`config.mk`:
```
export PLATFORM = sky130hd
export DESIGN_NAME = fdt_fast_detect
export DESIGN_NICKNAME = d
export VERILOG_FILES = /design/src/rtl/fdt_pkg.sv /design/src/rtl/fdt_fast_detect.sv
export SDC_FILE = /design/constraint.sdc
export NUM_CORES = 2
export LEC_CHECK = 0
export BUFFER_PORTS_ARGS = -buffer_cell sky130_fd_sc_hd__buf_4
export CAP_MARGIN = 40
export CORE_MARGIN = 1
export CORE_UTILIZATION = 50
export CTS_CLUSTER_DIAMETER = 80
export CTS_CLUSTER_SIZE = 28
export DETAILED_ROUTE_END_ITERATION = 8
export GPL_TIMING_DRIVEN = 0
export HOLD_SLACK_MARGIN = 0.1
export PLACE_DENSITY_LB_ADDON = 0.2
export SYNTH_ARGS = -nofsm -noshare
export SYNTH_HDL_FRONTEND = slang
export SYNTH_SLANG_ARGS = --single-unit
export TNS_END_PERCENT = 50
```
`constraint.sdc`:
```
create_clock -name sys_clk -period 8.1 [get_ports sys_clk]
set_clock_uncertainty 0.1 [all_clocks]
set_input_delay 1.62 -clock sys_clk [delete_from_list [all_inputs] [get_ports sys_clk]]
set_output_delay 1.62 -clock sys_clk [all_outputs]
set_load 0.02 [all_outputs]
```
`src/rtl/fdt_pkg.sv`:
```
package fdt_pkg;

  localparam int unsigned CH_NUM      = 4;
  localparam int unsigned SAMPLE_W    = 14;
  localparam int unsigned MAG_W       = 13;
  localparam int unsigned DWELL_W     = 16;
  localparam int unsigned ADDR_W      = 12;
  localparam int unsigned DATA_W      = 8;
  localparam int unsigned OUT_W       = 16;
  localparam int unsigned CBC_W       = 2;

  // Converter pipeline latency in sample clocks, applied to the lower
  // comparison and to the sample and overrange outputs.
  localparam int unsigned PIPE_LAT    = 8;

  // Full scale magnitude is 2**13 - 1; the largest code the magnitude holds.
  localparam logic [MAG_W-1:0] MAG_MAX = 13'h1fff;

  localparam logic [ADDR_W-1:0] FLAG_STATUS_OFS = 12'h040;
  localparam logic [ADDR_W-1:0] UPPER_LOW_OFS   = 12'h247;
  localparam logic [ADDR_W-1:0] UPPER_HIGH_OFS  = 12'h248;
  localparam logic [ADDR_W-1:0] LOWER_LOW_OFS   = 12'h249;
  localparam logic [ADDR_W-1:0] LOWER_HIGH_OFS  = 12'h24a;
  localparam logic [ADDR_W-1:0] DWELL_LOW_OFS   = 12'h24b;
  localparam logic [ADDR_W-1:0] DWELL_HIGH_OFS  = 12'h24c;

  localparam logic [DATA_W-1:0] UPPER_LOW_RST   = 8'hff;
  localparam logic [DATA_W-1:0] UPPER_HIGH_RST  = 8'h1f;
  localparam logic [DATA_W-1:0] LOWER_LOW_RST   = 8'h00;
  localparam logic [DATA_W-1:0] LOWER_HIGH_RST  = 8'h00;
  localparam logic [DATA_W-1:0] DWELL_LOW_RST   = 8'h01;
  localparam logic [DATA_W-1:0] DWELL_HIGH_RST  = 8'h00;

  // Only the low five bits of a threshold high byte are implemented.
  localparam logic [DATA_W-1:0] THR_HIGH_MASK   = 8'h1f;

endpackage

```
`src/rtl/fdt_fast_detect.sv`:
```
`timescale 1ns/10ps

module fdt_fast_detect
  import fdt_pkg::*;
(
  input  wire logic                 sys_clk,
  input  wire logic                 sys_rst,
  input  wire logic [SAMPLE_W-1:0]  sampleA,
  input  wire logic [SAMPLE_W-1:0]  sampleB,
  input  wire logic [SAMPLE_W-1:0]  sampleC,
  input  wire logic [SAMPLE_W-1:0]  sampleD,
  input  wire logic [CH_NUM-1:0]    overrangeIn,
  input  wire logic [CBC_W-1:0]     controlBitCount,
  input  wire logic                 regWrEn,
  input  wire logic                 regRdEn,
  input  wire logic [ADDR_W-1:0]    regAddr,
  input  wire logic [DATA_W-1:0]    regWrData,
  output logic      [DATA_W-1:0]    regRdData,
  output logic      [OUT_W-1:0]     dataOutA,
  output logic      [OUT_W-1:0]     dataOutB,
  output logic      [OUT_W-1:0]     dataOutC,
  output logic      [OUT_W-1:0]     dataOutD,
  output logic      [CH_NUM-1:0]    overrangeOut,
  output logic                      threshold_flag_pin_a,
  output logic                      threshold_flag_pin_b,
  output logic                      threshold_flag_pin_c,
  output logic                      threshold_flag_pin_d
);

  logic [DATA_W-1:0]   upperLow_reg,  upperLow_next;
  logic [DATA_W-1:0]   upperHigh_reg, upperHigh_next;
  logic [DATA_W-1:0]   lowerLow_reg,  lowerLow_next;
  logic [DATA_W-1:0]   lowerHigh_reg, lowerHigh_next;
  logic [DATA_W-1:0]   dwellLow_reg,  dwellLow_next;
  logic [DATA_W-1:0]   dwellHigh_reg, dwellHigh_next;
  logic [DATA_W-1:0]   rdData_reg,    rdData_next;
  logic [MAG_W-1:0]    upperThr;
  logic [MAG_W-1:0]    lowerThr;
  logic [DWELL_W-1:0]  dwellTime;
  logic [SAMPLE_W-1:0] sampleIn [CH_NUM];
  logic [OUT_W-1:0]    dataOutVec [CH_NUM];
  logic [CH_NUM-1:0]   flagVec;
  logic [CH_NUM-1:0]   orVec;
  logic                wrUpperLow;
  logic                wrUpperHigh;
  logic                wrLowerLow;
  logic                wrLowerHigh;
  logic                wrDwellLow;
  logic                wrDwellHigh;

  assign sampleIn[0] = sampleA;
  assign sampleIn[1] = sampleB;
  assign sampleIn[2] = sampleC;
  assign sampleIn[3] = sampleD;

  // Multi-byte values are assembled low byte first.
  assign upperThr  = {upperHigh_reg[MAG_W-DATA_W-1:0], upperLow_reg};
  assign lowerThr  = {lowerHigh_reg[MAG_W-DATA_W-1:0], lowerLow_reg};
  assign dwellTime = {dwellHigh_reg, dwellLow_reg};

  // Write decode. The status register and unmapped offsets match no
  // strobe, so writes to them are dropped.
  assign wrUpperLow  = regWrEn && (regAddr == UPPER_LOW_OFS);
  assign wrUpperHigh = regWrEn && (regAddr == UPPER_HIGH_OFS);
  assign wrLowerLow  = regWrEn && (regAddr == LOWER_LOW_OFS);
  assign wrLowerHigh = regWrEn && (regAddr == LOWER_HIGH_OFS);
  assign wrDwellLow  = regWrEn && (regAddr == DWELL_LOW_OFS);
  assign wrDwellHigh = regWrEn && (regAddr == DWELL_HIGH_OFS);

  // Each byte takes effect on its own. Software that moves a value
  // across a byte boundary sees a mixed value for one write.
  always_comb begin
    upperLow_next  = upperLow_reg;
    upperHigh_next = upperHigh_reg;
    lowerLow_next  = lowerLow_reg;
    lowerHigh_next = lowerHigh_reg;
    dwellLow_next  = dwellLow_reg;
    dwellHigh_next = dwellHigh_reg;
    if (wrUpperLow) begin
      upperLow_next = regWrData;
    end
    if (wrUpperHigh) begin
      upperHigh_next = regWrData & THR_HIGH_MASK;
    end
    if (wrLowerLow) begin
      lowerLow_next = regWrData;
    end
    if (wrLowerHigh) begin
      lowerHigh_next = regWrData & THR_HIGH_MASK;
    end
    if (wrDwellLow) begin
      dwellLow_next = regWrData;
    end
    if (wrDwellHigh) begin
      dwellHigh_next = regWrData;
    end
  end

  always_ff @(posedge sys_clk) begin
    if (sys_rst) begin
      upperLow_reg  <= UPPER_LOW_RST;
      upperHigh_reg <= UPPER_HIGH_RST;
      lowerLow_reg  <= LOWER_LOW_RST;
      lowerHigh_reg <= LOWER_HIGH_RST;
      dwellLow_reg  <= DWELL_LOW_RST;
      dwellHigh_reg <= DWELL_HIGH_RST;
    end else begin
      upperLow_reg  <= upperLow_next;
      upperHigh_reg <= upperHigh_next;
      lowerLow_reg  <= lowerLow_next;
      lowerHigh_reg <= lowerHigh_next;
      dwellLow_reg  <= dwellLow_next;
      dwellHigh_reg <= dwellHigh_next;
    end
  end

  // A read in the same cycle as a write returns the old value, and the
  // read data holds until the next read.
  always_comb begin
    rdData_next = rdData_reg;
    if (regRdEn) begin
      unique case (regAddr)
        FLAG_STATUS_OFS: rdData_next = {{(DATA_W-CH_NUM){1'b0}}, flagVec};
        UPPER_LOW_OFS:   rdData_next = upperLow_reg;
        UPPER_HIGH_OFS:  rdData_next = upperHigh_reg;
        LOWER_LOW_OFS:   rdData_next = lowerLow_reg;
        LOWER_HIGH_OFS:  rdData_next = lowerHigh_reg;
        DWELL_LOW_OFS:   rdData_next = dwellLow_reg;
        DWELL_HIGH_OFS:  rdData_next = dwellHigh_reg;
        default:         rdData_next = 8'h00;
      endcase
    end
  end

  always_ff @(posedge sys_clk) begin
    if (sys_rst) begin
      rdData_reg <= 8'h00;
    end else begin
      rdData_reg <= rdData_next;
    end
  end

  // One independent detector per converter channel. Each channel keeps
  // its own flip-flops so that no register has more than one driver.
  genvar ch;
  generate
    for (ch = 0; ch < CH_NUM; ch++) begin : gChan
      logic [SAMPLE_W-1:0] absVal;
      logic [MAG_W-1:0]    magNow;
      logic [MAG_W-1:0]    magDly_reg  [PIPE_LAT];
      logic [MAG_W-1:0]    magDly_next [PIPE_LAT];
      logic [SAMPLE_W-1:0] smpDly_reg  [PIPE_LAT];
      logic [SAMPLE_W-1:0] smpDly_next [PIPE_LAT];
      logic [PIPE_LAT-1:0] orDly_reg;
      logic [PIPE_LAT-1:0] orDly_next;
      logic [DWELL_W-1:0]  dwell_reg;
      logic [DWELL_W-1:0]  dwell_next;
      logic                flag_reg;
      logic                flag_next;
      logic                orBit_reg;
      logic                orBit_next;
      logic [OUT_W-1:0]    dataOut_reg;
      logic [OUT_W-1:0]    dataOut_next;
      logic                aboveUpper;
      logic                belowLower;
      logic                dwellDone;
      logic                ctrlBit;

      // Negative full scale would need 14 bits, so it saturates.
      always_comb begin
        if (sampleIn[ch][SAMPLE_W-1]) begin
          absVal = SAMPLE_W'(-sampleIn[ch]);
        end else begin
          absVal = sampleIn[ch];
        end
        if (absVal[SAMPLE_W-1]) begin
          magNow = MAG_MAX;
        end else begin
          magNow = absVal[MAG_W-1:0];
        end
      end

      // Sample, magnitude and overrange each run through their own delay line
      // of PIPE_LAT stages, so they cannot drift apart from each other.
      always_comb begin
        magDly_next[0] = magNow;
        smpDly_next[0] = sampleIn[ch];
        for (int i = 1; i < PIPE_LAT; i++) begin
          magDly_next[i] = magDly_reg[i-1];
          smpDly_next[i] = smpDly_reg[i-1];
        end
        orDly_next = {orDly_reg[PIPE_LAT-2:0], overrangeIn[ch]};
      end

      always_ff @(posedge sys_clk) begin
        if (sys_rst) begin
          for (int i = 0; i < PIPE_LAT; i++) begin
            magDly_reg[i] <= '0;
            smpDly_reg[i] <= '0;
          end
          orDly_reg <= '0;
        end else begin
          magDly_reg <= magDly_next;
          smpDly_reg <= smpDly_next;
          orDly_reg  <= orDly_next;
        end
      end

      // Lower compare sees the pipeline delayed magnitude.
      assign belowLower = magDly_reg[PIPE_LAT-1] < lowerThr;
      assign dwellDone  = dwell_reg >= dwellTime;

      // The counter saturates rather than wrap, so a very long quiet
      // stretch can never look like a fresh short one.
      always_comb begin
        if (!belowLower) begin
          dwell_next = '0;
        end else if (dwell_reg == {DWELL_W{1'b1}}) begin
          dwell_next = dwell_reg;
        end else begin
          dwell_next = dwell_reg + 16'h0001;
        end
      end

      always_ff @(posedge sys_clk) begin
        if (sys_rst) begin
          dwell_reg <= '0;
        end else begin
          dwell_reg <= dwell_next;
        end
      end

      // The upper compare uses the undelayed magnitude, so the flag rises
      // one clock after the sample, well inside the latency budget.
      assign aboveUpper = magNow > upperThr;

      // Set takes priority over clear in the same cycle.
      always_comb begin
        if (aboveUpper) begin
          flag_next = 1'b1;
        end else if (belowLower && dwellDone) begin
          flag_next = 1'b0;
        end else begin
          flag_next = flag_reg;
        end
      end

      always_ff @(posedge sys_clk) begin
        if (sys_rst) begin
          flag_reg <= 1'b0;
        end else begin
          flag_reg <= flag_next;
        end
      end

      assign ctrlBit = (controlBitCount != 2'h0) & orDly_reg[PIPE_LAT-1];

      // Tail bit 1 carries the overrange control bit when enabled; bit 0 is always zero.
      always_comb begin
        orBit_next   = orDly_reg[PIPE_LAT-1];
        dataOut_next = {smpDly_reg[PIPE_LAT-1], ctrlBit, 1'b0};
      end

      always_ff @(posedge sys_clk) begin
        if (sys_rst) begin
          orBit_reg   <= 1'b0;
          dataOut_reg <= '0;
        end else begin
          orBit_reg   <= orBit_next;
          dataOut_reg <= dataOut_next;
        end
      end

      assign flagVec[ch]    = flag_reg;
      assign orVec[ch]      = orBit_reg;
      assign dataOutVec[ch] = dataOut_reg;
    end
  endgenerate

  assign regRdData            = rdData_reg;
  assign overrangeOut         = orVec;
  assign dataOutA             = dataOutVec[0];
  assign dataOutB             = dataOutVec[1];
  assign dataOutC             = dataOutVec[2];
  assign dataOutD             = dataOutVec[3];
  assign threshold_flag_pin_a = flagVec[0];
  assign threshold_flag_pin_b = flagVec[1];
  assign threshold_flag_pin_c = flagVec[2];
  assign threshold_flag_pin_d = flagVec[3];

endmodule

```
==> out/summary.log <==
[die] Die W 269.1 um
[worst_setup_path] worst reg2reg path endpoint gChan[3].dwell_reg[4]
[route] count of unresolved DRC violations after routing 0
[timing] slack of the critical path 3.642 ns
[logic_synthesis] sequential element share of the synthesized area 60.51%
[power] leakage power figure 16.03 nW
[worst_hold_path] Min-Delay Endpoint gChan[0].smpDly_next[32]
[timing] fin. max-slew vios 0
[worst_setup_path] register-to-register setup slack 4.89 ns
[logic_synthesis] total number of yosys warnings 0
[route] wire length per cell after detailed routing 15.39 um
[timing] share of the cycle needed by the critical path after routing 55.04%
[route] 1st-iter DRT viols 1081
[outcome] result of the run complete, no violations
[finish] leading cell types in the layout, fill and taps excluded sky130_fd_sc_hd__dfxtp_1 (1078), sky130_fd_sc_hd__nor2b_1 (922), sky130_fd_sc_hd__ha_1 (172)
[clock_network] clock slew at reported path FFs 0.09 ns
[die] number of placed I/O pins 166
[worst_setup_path] Startpoint Class input port
[route] count of nets left with antenna violations after detail routing 0
[route] number of vias in the routed layout 21370
[logic_synthesis] post-synth top area share 60.51%
[placement] global placement routability congestion 0.9129
[route] post-DR vias/cell 4.762
[timing] slew margin rel. 45.08%
[timing] fmax 224.3 MHz
[clock_network] number of H-tree branching levels 2
[power] Max rail drop VDD 0.1837 mV
[power] power per cell area 215.0 nW/um2
[timing] minimum clock period 4.458 ns
[placement] number of instances in the placed design 4425
[clock_network] post-CTS repair timing setup buffer count 0
[die] area inside the core boundary 70270 um2
[clock_network] clock sink total 1078
[logic_synthesis] post-synthesis instance total 3313
[timing] Post-Route Setup TNS 0 ns
[clock_network] root buffer selected by CTS sky130_fd_sc_hd__clkbuf_16
[timing] RSZ-0062 raised after global routing false
[logic_synthesis] share of flip-flops with an asynchronous set or reset 0%
[clock_network] worst skew pair latency 0.62 ns
[clock_network] count of instances resized after the clock tree is built 0
[timing] setup-violating endpoint count in the final report 0
[placement] area after detailed placement 38140 um2
[logic_synthesis] Seq cells post-synth 1078
[clock_network] number of buffers created by CTS 47
[logic_synthesis] Avg Synthesized Cell Area 10.76 um2
[job] number of maximum-capacitance violations 0
[logic_synthesis] netlist area before placement 35660 um2
[worst_setup_path] required time reported for the critical path endpoint 8.48 ns
[placement] count of buffers inserted at the top-level ports 157
[placement] pre-CTS setup slack 2.962 ns
[logic_synthesis] number of different library cells in the post-synthesis netlist 62
[global_routing] layer with the highest usage after global routing met2
[worst_setup_path] class of the most critical setup path in2reg
[die] effective utilization at floorplan 50.75%
[timing] final hold viol count 0
[finish] post-layout instance area 39530 um2
[worst_hold_path] Hold Path Class reg2reg
[worst_setup_path] beginning of the critical path sampleB[7]
[die] height of the chip 269.1 um
[finish] fill cell total of the finished layout 6107
[route] DRT Pass-1 Iters 5
[finish] area overhead of the layout relative to synthesis 10.83%
[finish] count of inserted antenna diode cells 0
[worst_setup_path] kind of capture point of the worst setup path flip-flop
[finish] fraction of layout cells with a size suffix above 1 7.244%
[logic_synthesis] most used flip-flop cell after synthesis sky130_fd_sc_hd__dfxtp_1
[clock_network] number of hold buffers added after cts 0
[route] Post-Route WL 69060 um
[clock_network] Max Buffers Root-to-Sink 3
[global_routing] via count of the first global-routing pass 19530
[clock_network] CTS tree done
[global_routing] Global Route Usage Sum 19.15%
[finish] non-filler instance count after layout 4488
[logic_synthesis] number of enable flip-flop cells after synthesis 0
[global_routing] number of antenna violations at the first check in global routing 3
[worst_hold_path] beginning of the worst hold path gChan[0].smpDly_next[46]
[global_routing] met3 capacity usage during global routing 3.598%
[timing] slew at the pin with the worst max-slew slack 0.8175 ns
[global_routing] GR Util met2 32.42%
[worst_hold_path] worst hold path cell count 1
[finish] Final Net Count 3792
[die] die area 72400 um2
[logic_synthesis] main area contributors after synthesis sky130_fd_sc_hd__dfxtp_1 (61%), sky130_fd_sc_hd__nor2b_1 (16%), sky130_fd_sc_hd__ha_1 (6.0%)
[finish] most common cell after layout, fill and taps aside sky130_fd_sc_hd__dfxtp_1
[worst_setup_path] CP arrival 4.83 ns
[worst_setup_path] Reg2Reg Depth 11
[finish] max FFs per register 392
[global_routing] global-route wire length before repair 106800 um
[timing] Min Hold Slack 0.3324 ns
[logic_synthesis] post-synth top area cell sky130_fd_sc_hd__dfxtp_1
[global_routing] met1 usage in global routing 24.79%
[worst_setup_path] maximum fanout encountered on the critical timing path 10
[placement] estimated wirelength of the detail-placed design 51300 um
[global_routing] overflow left after global routing 0
[worst_setup_path] start of the worst register-to-register path lowerLow_reg[6]
[global_routing] pin count of the biggest net entering global routing 29
[die] floorplan row count 97
-- critical path: stages --
cell	delay, ns
sky130_fd_sc_hd__buf_4	0.13
sky130_fd_sc_hd__or3_1	0.42
sky130_fd_sc_hd__or4_1	0.44
sky130_fd_sc_hd__nor2_1	0.24
sky130_fd_sc_hd__nand3_2	0.25
sky130_fd_sc_hd__buf_2	0.26
sky130_fd_sc_hd__nand2_1	0.08
sky130_fd_sc_hd__ha_1	0.23
sky130_fd_sc_hd__and4_1	0.22
sky130_fd_sc_hd__a21oi_1	0.14
sky130_fd_sc_hd__nand2_1	0.07
sky130_fd_sc_hd__a2111oi_0	0.58
sky130_fd_sc_hd__o32ai_1	0.16
-- cells in the mapped netlist, types with 5 or more instances --
| master | instances |
|---|---|
| sky130_fd_sc_hd__dfxtp_1 | 1078 |
| sky130_fd_sc_hd__nor2b_1 | 922 |
| sky130_fd_sc_hd__ha_1 | 172 |
| sky130_fd_sc_hd__nand2_1 | 152 |
| sky130_fd_sc_hd__nor2_1 | 149 |
| sky130_fd_sc_hd__clkbuf_1 | 136 |
| sky130_fd_sc_hd__a21oi_1 | 126 |
| sky130_fd_sc_hd__nand3_1 | 70 |
| sky130_fd_sc_hd__inv_1 | 60 |
| sky130_fd_sc_hd__o21ai_0 | 50 |
| sky130_fd_sc_hd__xor2_1 | 43 |
| sky130_fd_sc_hd__nor3_1 | 33 |
| sky130_fd_sc_hd__xnor2_1 | 33 |
| sky130_fd_sc_hd__nand4_1 | 27 |
| sky130_fd_sc_hd__mux2i_1 | 26 |
| sky130_fd_sc_hd__and3_1 | 19 |
| sky130_fd_sc_hd__nand2b_1 | 17 |
| sky130_fd_sc_hd__a31oi_1 | 14 |
| sky130_fd_sc_hd__a211oi_1 | 13 |
| sky130_fd_sc_hd__a21o_1 | 13 |
| sky130_fd_sc_hd__and4_1 | 13 |
| sky130_fd_sc_hd__a2111oi_0 | 9 |
| sky130_fd_sc_hd__o31ai_1 | 9 |
| sky130_fd_sc_hd__a211o_1 | 8 |
| sky130_fd_sc_hd__a22oi_1 | 8 |
| sky130_fd_sc_hd__buf_4 | 8 |
| sky130_fd_sc_hd__a21boi_0 | 7 |
| sky130_fd_sc_hd__nand3b_1 | 7 |
| sky130_fd_sc_hd__or2_2 | 7 |
| sky130_fd_sc_hd__or3_1 | 7 |
| sky130_fd_sc_hd__nor4_1 | 6 |
| sky130_fd_sc_hd__o211ai_1 | 6 |
| sky130_fd_sc_hd__o32ai_1 | 5 |
| sky130_fd_sc_hd__o41ai_1 | 5 |
| sky130_fd_sc_hd__or4_1 | 5 |
-- metrics by stage --
step	utilization, %	total power, W
floorplan	-	0.005750
global placement	54.12	0.005886
detailed placement	54.28	0.005897
CTS	56.25	0.008599
global route	56.25	0.008843
finish	56.25	0.008500
-- metal layers --
| metal | part of all wire (%) | wire [um] |
|---|---|---|
| met3 | 5.3 | 3632 |
| met1 | 45 | 31130 |
| met4 | 2.7 | 1897 |
| met2 | 47 | 32370 |
| met5 | 0.039 | 27 |
-- cell families after synthesis --
family,Yosys count,share of synthesized area (%)
DFF,1078,60.51
muxes,27,0.7929
xor gates and xnor gates,76,1.866
and+or+nand+nor,1451,23.25
adders and majority gates,172,6.034
other,1,0.01051
AOI/OAI and AO/OA,296,5.136
buffers and inverters,212,2.396
-- worst max-delay path by stage --
| stage | endpoint | slack [ns] |
|---|---|---|
| after floorplan | threshold_flag_pin_b | 3.67 |
| after global placement | threshold_flag_pin_b | 2.94 |
| after detailed placement | threshold_flag_pin_b | 2.96 |
| after CTS | threshold_flag_pin_b | 3.63 |
| after global routing | threshold_flag_pin_b | 3.44 |
| final | threshold_flag_pin_b | 3.64 |
-- layout make-up --
type | count | area (um2) | area share [%]
Buffer | 152 | 629.4 | 1.592
Clock buffer | 51 | 1244 | 3.146
Clock inverter | 12 | 140.1 | 0.3545
Inverter | 60 | 225.2 | 0.5698
Multi-Input combinational cell | 2026 | 13250 | 33.52
Sequential cell | 1078 | 21580 | 54.60
Tap cell | 940 | 1176 | 2.976
Timing Repair Buffer | 169 | 1282 | 3.245
-- report_power, final --
| group | total (W) | switching (W) | internal, W |
|---|---|---|---|
| logic | 0.000356 | 0.000218 | 0.000138 |
| clock network | 0.00273 | 0.00159 | 0.00114 |
| registers | 0.00541 | 0.0000177 | 0.00540 |
(Power assumes the default switching activity.)
